File: config.mk
export PLATFORM = sky130hd
export DESIGN_NAME = atlb_core
export DESIGN_NICKNAME = d
export VERILOG_FILES = /design/src/include/atlb_pkg.sv /design/src/core/atlb_core.sv
export SDC_FILE = /design/constraint.sdc
export NUM_CORES = 2
export LEC_CHECK = 0
export BUFFER_PORTS_ARGS = -buffer_cell sky130_fd_sc_hd__buf_2
export CAP_MARGIN = 30
export CORE_MARGIN = 8
export CORE_UTILIZATION = 55
export DETAILED_ROUTE_END_ITERATION = 12
export PLACE_DENSITY = 0.79
export SYNTH_ARGS = -nofsm -noshare
export SYNTH_HDL_FRONTEND = slang
export SYNTH_SLANG_ARGS = --single-unit
File: constraint.sdc
create_clock -name pclk -period 12.2 [get_ports pclk]
set_input_delay 2.44 -clock pclk [delete_from_list [all_inputs] [get_ports pclk]]
set_output_delay 2.44 -clock pclk [all_outputs]
set_load 0.005 [all_outputs]
File: src/include/atlb_pkg.sv
// Shared constants and types of the address mapping and translation unit.
// Assumes one core clock; the table walk is served by the memory interface.
package atlb_pkg;
    // ==========================================================
    // Register map (APB byte addresses)
    localparam logic [7:0]  ADDR_CFG   = 8'h00;
    localparam logic [7:0]  ADDR_FCW   = 8'h04;
    localparam logic [7:0]  ADDR_STAT  = 8'h08;
    localparam int          CFG_SX_BIT = 0;
    localparam int          CFG_NX_BIT = 1;
    localparam int          FCW_SN_BIT = 14;
    localparam int          FCW_EC_BIT = 13;
    localparam int          FCW_LS_BIT = 12;
    localparam logic [15:0] FCW_RST    = 16'h4000;
    localparam logic [1:0]  CFG_RST    = 2'h0;
    // ==========================================================
    // Page and walk layout
    localparam int          TLB_N      = 16;
    localparam int          PAGE_W     = 22;
    localparam int          OFS_W      = 10;
    localparam int          PTE_V_BIT  = 0;
    localparam int          PTE_IO_BIT = 1;
    localparam int          PTE_PROT_LO = 2;
    localparam int          PTE_NC_BIT = 6;
    localparam int          PTE_M_BIT  = 7;
    // Access rights {read, write, execute} per protection code
    localparam logic [2:0] PROT_SYS [16] = '{3'h0, 3'h5, 3'h5, 3'h5, 3'h1, 3'h1, 3'h4, 3'h4,
                                             3'h0, 3'h6, 3'h6, 3'h6, 3'h7, 3'h7, 3'h7, 3'h7};
    localparam logic [2:0] PROT_NRM [16] = '{3'h0, 3'h0, 3'h1, 3'h5, 3'h0, 3'h1, 3'h0, 3'h4,
                                             3'h0, 3'h0, 3'h4, 3'h6, 3'h0, 3'h1, 3'h5, 3'h7};
    // ==========================================================
    // Types
    typedef enum logic [1:0] {ACC_IFETCH, ACC_IMM, ACC_REL, ACC_DATA} atlb_acc_t;
    typedef enum logic [2:0] {FLT_NONE, FLT_ODD_PC, FLT_NO_MAP, FLT_PROT, FLT_REP} atlb_flt_t;
    typedef struct packed {
        logic        io;
        atlb_acc_t   acc;
        logic        write;
        logic [31:0] pc;
        logic [31:0] base;
        logic [31:0] calc;
    } atlb_req_t;
    typedef struct packed {
        logic [31:0] paddr;
        logic        io;
        logic        cacheable;
        logic [1:0]  space;
        atlb_flt_t   fault;
    } atlb_rsp_t;
    typedef struct packed {
        logic [1:0] space;
        logic [7:0] l1;
        logic [7:0] l2;
        logic [5:0] pidx;
    } atlb_walk_t;
    typedef struct packed {
        logic        valid;
        logic [23:0] tag;
        logic [21:0] frame;
        logic        io;
        logic [3:0]  prot;
        logic        nc;
        logic        m;
    } atlb_entry_t;
endpackage

File: src/core/atlb_core.sv
// Logical to physical address mapping with a 16-entry translation buffer.
// Assumes requests come from logic on pclk; walk answers on pclk.
`timescale 1ns/10ps
// How it works
// - System mode uses system spaces, normal uses normal
// - Fetch, immediate, relative go to instruction space
// - Other operand accesses go to data space
// - Compact address takes upper half from PC
// - Segmented: small and large segments by top bit
// - Lowest byte address is most significant byte
// - Any operand alignment allowed without fault
// - Instruction fetch at odd address traps
// - I/O address upper 16 bits forced zero
// - I/O addresses pass untranslated
// - I/O locations never cacheable
// - Translation may map memory to memory or I/O
// - 1K pages, low 10 bits pass unchanged
// - Per-mode enable bits; disabled means identity, full access
// - 16 entries, fully associative tag compare
// - Hit supplies frame address for physical address
// - Miss walks tables, replaces least recently used
// - 24-bit tags: page plus space bits
// - Entries hold protection, non-cacheable, modified
// - Check fetch, read, write rights of current mode
// - Missing mapping raises restartable fault
// - Two control bits choose address representation
// - Privilege bit 1 system, 0 normal
// - Walk splits address 8, 8, 6, 10 bits
module atlb_core
    import atlb_pkg::*;
(
    input  wire logic        pclk,      // Core clock
    input  wire logic        presetn,   // Async reset, active low
    input  wire logic        ce,        // Clock enable, freezes state
    input  wire logic        psel,      // APB select
    input  wire logic        penable,   // APB enable
    input  wire logic        pwrite,    // APB direction
    input  wire logic [31:0] paddr,     // APB address
    input  wire logic [31:0] pwdata,    // APB write data
    output logic      [31:0] prdata,    // APB read data
    output logic             pready,    // APB ready
    output logic             pslverr,   // APB error
    input  wire logic        req_valid, // Reference request
    input  atlb_req_t        req,       // Reference details
    output logic             req_ready, // Request taken
    output logic             rsp_valid, // Answer pulse
    output atlb_rsp_t        rsp,       // Answer details
    output logic             walk_valid, // Table walk request
    output atlb_walk_t       walk,      // Walk indices
    input  wire logic        walk_ack,  // Walk result valid
    input  wire logic [31:0] walk_pte   // Page table entry
);
    typedef enum logic {ST_IDLE, ST_WALK} atlb_st_t;
    typedef struct packed {
        logic [1:0]                xlate_en;
        logic [15:0]               flag_control_word;
        atlb_st_t                  st;
        atlb_req_t                 held;
        logic [1:0]                hspace;
        logic [31:0]               hladdr;
        atlb_entry_t [TLB_N-1:0]   tlb;
        logic [TLB_N-1:0][3:0]     age;
        logic                      rsp_valid;
        atlb_rsp_t                 rsp;
        logic                      walk_valid;
        atlb_walk_t                walk;
        atlb_flt_t                 last_flt;
    } atlb_state_t;

    atlb_state_t r;
    atlb_state_t next_r;
    logic        accept;
    logic        wr_acc;
    logic        sys;
    logic [1:0]  space;
    logic [31:0] laddr;
    logic        rep_bad;
    logic        hit;
    logic [3:0]  hidx;
    logic [3:0]  vidx;
    atlb_entry_t fill;

    // ==========================================================
    // Helpers
    function automatic atlb_rsp_t f_resolve(atlb_entry_t e, logic [31:0] la,
                                            atlb_req_t q, logic s, logic [1:0] sp);
        atlb_rsp_t   o;
        logic [2:0]  rt;
        logic [2:0]  need;
        rt   = s ? PROT_SYS[e.prot] : PROT_NRM[e.prot];
        need = (q.acc == ACC_IFETCH || q.acc == ACC_IMM) ? 3'h1 : (q.write ? 3'h2 : 3'h4);
        o.paddr     = {e.frame, la[OFS_W-1:0]};
        o.io        = e.io;
        o.cacheable = !e.io && !e.nc;
        o.space     = sp;
        o.fault     = ((rt & need) == 3'h0) ? FLT_PROT : FLT_NONE;
        return o;
    endfunction

    function automatic logic [TLB_N-1:0][3:0] f_touch(logic [TLB_N-1:0][3:0] a,
                                                      logic [3:0] k);
        logic [TLB_N-1:0][3:0] o;
        o = a;
        for (int i = 0; i < TLB_N; i++) begin
            if (a[i] < a[k]) begin
                o[i] = a[i] + 4'h1;
            end
        end
        o[k] = 4'h0;
        return o;
    endfunction

    // ==========================================================
    // Address formation and lookup
    assign accept = req_valid && req_ready;
    assign sys    = r.flag_control_word[FCW_SN_BIT];
    assign space  = {sys, req.acc != ACC_DATA};

    // Bytes are big-endian in memory; operand alignment is never checked.
    always_comb begin
        rep_bad = 1'b0;
        laddr   = req.calc;
        if (req.io) begin
            laddr = {16'h0000, req.calc[15:0]};
        end else begin
            unique case ({r.flag_control_word[FCW_EC_BIT], r.flag_control_word[FCW_LS_BIT]})
                2'b00: laddr = {req.pc[31:16], req.calc[15:0]};
                2'b01: rep_bad = 1'b1;
                2'b10: laddr = req.base[31] ? {req.base[31:24], req.calc[23:0]}
                                            : {req.base[31:16], req.calc[15:0]};
                2'b11: laddr = req.calc;
            endcase
        end
    end

    always_comb begin
        hit  = 1'b0;
        hidx = 4'h0;
        vidx = 4'h0;
        for (int i = 0; i < TLB_N; i++) begin
            if (r.tlb[i].valid && r.tlb[i].tag == {space, laddr[31:OFS_W]}) begin
                hit  = 1'b1;
                hidx = 4'(i);
            end
            if (r.age[i] == 4'hf) begin
                vidx = 4'(i);
            end
        end
    end

    always_comb begin
        fill.valid = 1'b1;
        fill.tag   = {r.hspace, r.hladdr[31:OFS_W]};
        fill.frame = walk_pte[31:OFS_W];
        fill.io    = walk_pte[PTE_IO_BIT];
        fill.prot  = walk_pte[PTE_PROT_LO +: 4];
        fill.nc    = walk_pte[PTE_NC_BIT];
        fill.m     = walk_pte[PTE_M_BIT];
    end

    // ==========================================================
    // Next state
    assign wr_acc = psel && penable && pwrite && ce;

    always_comb begin
        next_r           = r;
        next_r.rsp_valid = 1'b0;
        if (wr_acc && paddr[7:0] == ADDR_CFG) begin
            next_r.xlate_en = pwdata[1:0];
        end
        if (wr_acc && paddr[7:0] == ADDR_FCW) begin
            next_r.flag_control_word = pwdata[15:0];
        end
        unique case (r.st)
            ST_IDLE: begin
                if (accept) begin
                    next_r.rsp_valid  = 1'b1;
                    next_r.held       = req;
                    next_r.hspace     = space;
                    next_r.hladdr     = laddr;
                    next_r.rsp.paddr  = laddr;
                    next_r.rsp.space  = space;
                    next_r.rsp.fault  = FLT_NONE;
                    next_r.rsp.io     = req.io;
                    next_r.rsp.cacheable = !req.io;
                    if (req.io) begin
                        next_r.rsp.cacheable = 1'b0;
                    end else if (rep_bad) begin
                        next_r.rsp.fault = FLT_REP;
                    end else if (req.acc == ACC_IFETCH && laddr[0]) begin
                        next_r.rsp.fault = FLT_ODD_PC;
                    end else if (!r.xlate_en[sys ? CFG_SX_BIT : CFG_NX_BIT]) begin
                        next_r.rsp.cacheable = 1'b1;
                    end else if (hit) begin
                        next_r.rsp = f_resolve(r.tlb[hidx], laddr, req, sys, space);
                        next_r.age = f_touch(r.age, hidx);
                    end else begin
                        next_r.rsp_valid  = 1'b0;
                        next_r.st         = ST_WALK;
                        next_r.walk_valid = 1'b1;
                        next_r.walk       = {space, laddr[31:24], laddr[23:16],
                                             laddr[15:10]};
                    end
                    next_r.last_flt = next_r.rsp.fault;
                end
            end
            ST_WALK: begin
                if (walk_ack) begin
                    next_r.walk_valid = 1'b0;
                    next_r.st         = ST_IDLE;
                    next_r.rsp_valid  = 1'b1;
                    next_r.rsp.space  = r.hspace;
                    next_r.rsp.paddr  = r.hladdr;
                    next_r.rsp.io     = 1'b0;
                    next_r.rsp.cacheable = 1'b0;
                    next_r.rsp.fault  = FLT_NO_MAP;
                    if (walk_pte[PTE_V_BIT]) begin
                        next_r.tlb[vidx] = fill;
                        next_r.age       = f_touch(r.age, vidx);
                        next_r.rsp = f_resolve(fill, r.hladdr, r.held, r.hspace[1], r.hspace);
                    end
                    next_r.last_flt = next_r.rsp.fault;
                end
            end
        endcase
    end

    always_ff @(posedge pclk or negedge presetn) begin
        if (!presetn) begin
            r          <= '0;
            r.flag_control_word      <= FCW_RST;
            r.xlate_en <= CFG_RST;
            for (int i = 0; i < TLB_N; i++) begin
                r.age[i] <= 4'(i);
            end
        end else if (ce) begin
            r <= next_r;
        end
    end

    // ==========================================================
    // Outputs and APB read side
    assign req_ready  = ce && (r.st == ST_IDLE);
    assign rsp_valid  = r.rsp_valid;
    assign rsp        = r.rsp;
    assign walk_valid = r.walk_valid;
    assign walk       = r.walk;
    assign pready     = ce;

    always_comb begin
        prdata  = 32'h0;
        pslverr = 1'b0;
        unique case (paddr[7:0])
            ADDR_CFG:  prdata = {30'h0, r.xlate_en};
            ADDR_FCW:  prdata = {16'h0, r.flag_control_word};
            ADDR_STAT: prdata = {28'h0, r.last_flt, r.st == ST_WALK};
            default:   pslverr = psel && penable;
        endcase
    end
endmodule // atlb_core

==> summary.md <==
| Metric | Value |
|---|---|
| Top-Level Pins | `304` |
| Worst Hold Class | `reg2reg` |
| R2R Setup Slk | `3.61 ns` |
| EDFF count, synth | `0` |
| Headroom to the max-slew limit | `22.5%` |
| WHS | `0.461 ns` |
| Global Route Usage Sum | `31.5%` |
| Gpl congestion | `just under 1` |
| Leak | `29.2 nW` |
| Worst Path Required | `12.80 ns` |
| Min cycle time layout | `10.11 ns` |
| Final Cycle Share | `between 80% and 90%` |
| Arrival @ worst endpoint | `10.71 ns` |
| Most frequent CP cell | `a21oi_1` |
| Post-synthesis compound-gate area fraction | `10.7%` |
| Fin util | `61.2%` |
| Yosys cell types | `110` |
| CTS tree | `done` |
| Worst r2r path cells | `22` |
| RSZ-0062 raised after global routing | `no` |
| Tightest Pin Transition | `1.15 ns` |
| R2R Path End | `r[123]` |
| WL per Instance | `27.2 µm` |
| Synth-to-layout area growth | `10.8%` |
| Cts repair resizes | `0` |
| Sink Count | `1034` |
| Post-synth top area cell | `dfrtp_1` |
| Clk buf depth | `3` |
| Worst setup path endpoint | `r[95]` |
| # hold bufs at CTS | `0` |
| Worst path cell trace | `buf_2 -> inv_2 -> o211a_1 -> buf_4 -> xnor2_1 -> nand3_1 -> nor4_1 -> a21oi_1 -> o31ai_1 -> nand3_2 -> a21oi_4 -> mux2i_1 -> o22ai_1 -> a21oi_1 -> nand2_1 -> ha_1 -> a21oi_1 -> nor2b_1 -> a311oi_1 -> nand3_1 -> and3_1 -> o31ai_1` |
| Simple-gate share of the synthesized area | `12.0%` |
| Die footprint | `113000 µm²` |
| Synth async-reset ratio | `100%` |
| Worst flop-to-flop path startpoint | `r[1143]` |
| Ys flop type | `dfrtp_1` |
| Clock Skews | `between 0.07 and 0.08 ns` |
| Buffer and inverter count on the worst path | `3` |
| Die width | `around 340 µm` |
| Worst path max stage delay | `0.92 ns` |
| FP Rows | `around 120` |
| VDD IR max | `0.110 mV` |
| Share of the synthesized area in the top cell type | `44.6%` |
| Max-slew violations | `0` |
| Register area share after synthesis | `46.2%` |
| DRT Pass-1 Iters | `8` |
| Synth warn | `0` |
| DR vias | `44800` |
| Core Box Area | `102000 µm²` |
| Seq cells post-synth | `roughly 1000` |
| Root Driver | `clkbuf_16` |
| Setup Buffers After CTS | `0` |
| Initial antenna violation count | `16` |
| CP max FO | `27` |
| Synthesized area per cell | `roughly 11 µm²` |
| Adder-cell share of the synthesized area | `2.52%` |
| DRT iter0 DRCs | `5604` |
| Combinational family with the most area after synthesis | `multiplexers` |
| CP startpoint kind | `primary input` |
| Layout Nets | `5534` |
| Number of buffers created by CTS | `107` |
| Status | `finished clean` |
| Xor/xnor cell area share of the yosys netlist | `5.63%` |
| Post-layout total power | `7.60 mW` |
| Crit. End Element | `flip-flop` |
| Worst-Skew Late Latency | `0.73 ns` |
| Post-route ant nets | `0` |
| IO Port Bufs | `212` |
| Final setup viols | `0` |
| Pin count of the biggest net entering global routing | `171` |
| WP depth | `22` |
| Share of layout cells above drive strength 1 | `29.1%` |
| Setup CP Type | `in2reg` |
| Vias per std cell | `6.70` |
| # DRC | `0` |
| Initial Util | `a little under three fifths` |
| TNS Setup | `0 ns` |
| Pwr Density | `around 120 nW/µm²` |
| Cell count after synthesis | `5173` |
| First-pass GRT wire length | `273000 µm` |
| Setup WS post-layout | `2.09 ns` |
| Die height | `336 µm` |
| Vias in the first global route | `between 40000 and 50000` |
| GRT overflow | `0` |
| Fmax | `98.9 MHz` |
| Critical Path Start | `req[99]` |
| Mapped Area | `~56000 µm²` |
| Final WL | `around 180000 µm` |
| MaxCap Viol Count | `0` |
| Crit-path leading delay family | `compound AO/OA/AOI/OAI gates` |
| Mux cell area share after synthesis | `18.8%` |
| Largest cells by area after synthesis | `dfrtp_1 (45%), mux2_2 (18%), xnor2_1 (5.3%)` |
| Clk slew on worst S/H paths | `0.06 ns` |
| Final hold violation count | `0` |
| Critical path's slowest cell | `o211a_1` |
| H-Tree Depth | `3` |
| Setup WS pre-CTS | `1.82 ns` |
| Post-DP HPWL | `around 110000 µm` |
[worst min-delay path: stages, from the launching register on]
cell     delay (ns)
dfrtp_1        0.33
nand2_1        0.05
nand2_1        0.05
[how the worst min path moves through the flow]
stage          slack, ns  endpoint    start  depth (start not counted)
6_report            0.46    rsp[1]   rsp[1]                          2
5_1_grt             0.50   r[1031]  r[1031]                          2
3_5_place_dp        0.45    rsp[1]   rsp[1]                          2
4_1_cts             0.46    rsp[1]   rsp[1]                          2
3_3_place_gp        0.45    r[293]   r[293]                          1
2_1_floorplan       0.43    r[239]   r[239]                          1
[cells in the final DEF (no fill, tap or decap), types with 24 or more instances in the layout]
master,count
and3_1,44
buf_4,101
nor4_1,35
nand4_1,150
inv_1,67
nand3_1,157
a22oi_1,43
nor2_1,173
nand2b_1,29
ha_1,112
mux2i_1,55
a21o_1,33
nor2b_1,39
o22ai_1,41
nor3_1,87
and2_1,29
o211ai_1,28
xnor2_1,343
o21ai_0,201
a31oi_1,29
dfrtp_1,1000
mux2_2,884
a211oi_1,24
a21oi_1,135
clkbuf_8,25
buf_2,214
o221ai_1,60
dfstp_2,33
clkbuf_16,108
o21a_1,25
nand2_1,497
clkbuf_1,24
[flip-flops by register name, summed over array words and instances (netlist names)]
register	flops
r	951
fill	18
rsp_valid	1
rsp	39
walk	24
walk_valid	1
[through the flow]
stage | instance area [µm²] | instances
after detailed placement | 58200 | 6468
after global routing | 62200 | 6679
after global placement | 58000 | 6455
after CTS | 62000 | 6667
after floorplan | 56200 | 5188
final | 62200 | 6684
[power by group]
group          switching (mW)  total, mW  internal [mW]
sequential             0.0852       3.56           3.47
combinational           0.387      0.554          0.167
clock                    1.46       3.49           2.03
total                    1.93       7.60           5.67
[Yosys cell counts, drive strengths merged (29+ instances only)]
cell type	number
clkbuf	217
nand2b	29
o22ai	42
a2111oi	29
and3	45
buf	196
inv	69
xnor2	343
a22oi	43
a21oi	137
a211oi	32
nor2	185
and2	30
o211ai	29
a21o	33
o221ai	61
dfstp	33
nand2	508
nor4	37
nor3	92
ha	112
nand3	159
o21ai	204
nand4	150
a31oi	31
mux2	885
dfrtp	1001
nor2b	39
mux2i	58
[layer usage]
layer / part of all wire (%) / track usage [%] / up-vias
met4: 6.0 / 16.7 / 8
met3: 12 / 8.90 / 773
met5: 0.046 / 0 / -
met1: 38 / 40.8 / 22300
met2: 44 / 47.9 / 2918
li1: - / - / 18800
[layout make-up]
class,count,area [µm²]
Fill cell,7876,39400
Multi-Input combinational cell,3672,28300
Sequential cell,1034,25900
Clock buffer,157,3140
Timing Repair Buffer,334,2240
Tap cell,1368,1710
Clock inverter,42,642
Inverter,69,262
Antenna cell,8,20.0
[cell families after synthesis]
logic type	Yosys count
other	1
xor gates and xnor gates	361
DFF	1034
and+or+nand+nor	1379
buffers and inverters	482
adders and majority gates	113
muxes	943
AOI/OAI and AO/OA	860
(Power assumes the default switching activity.)
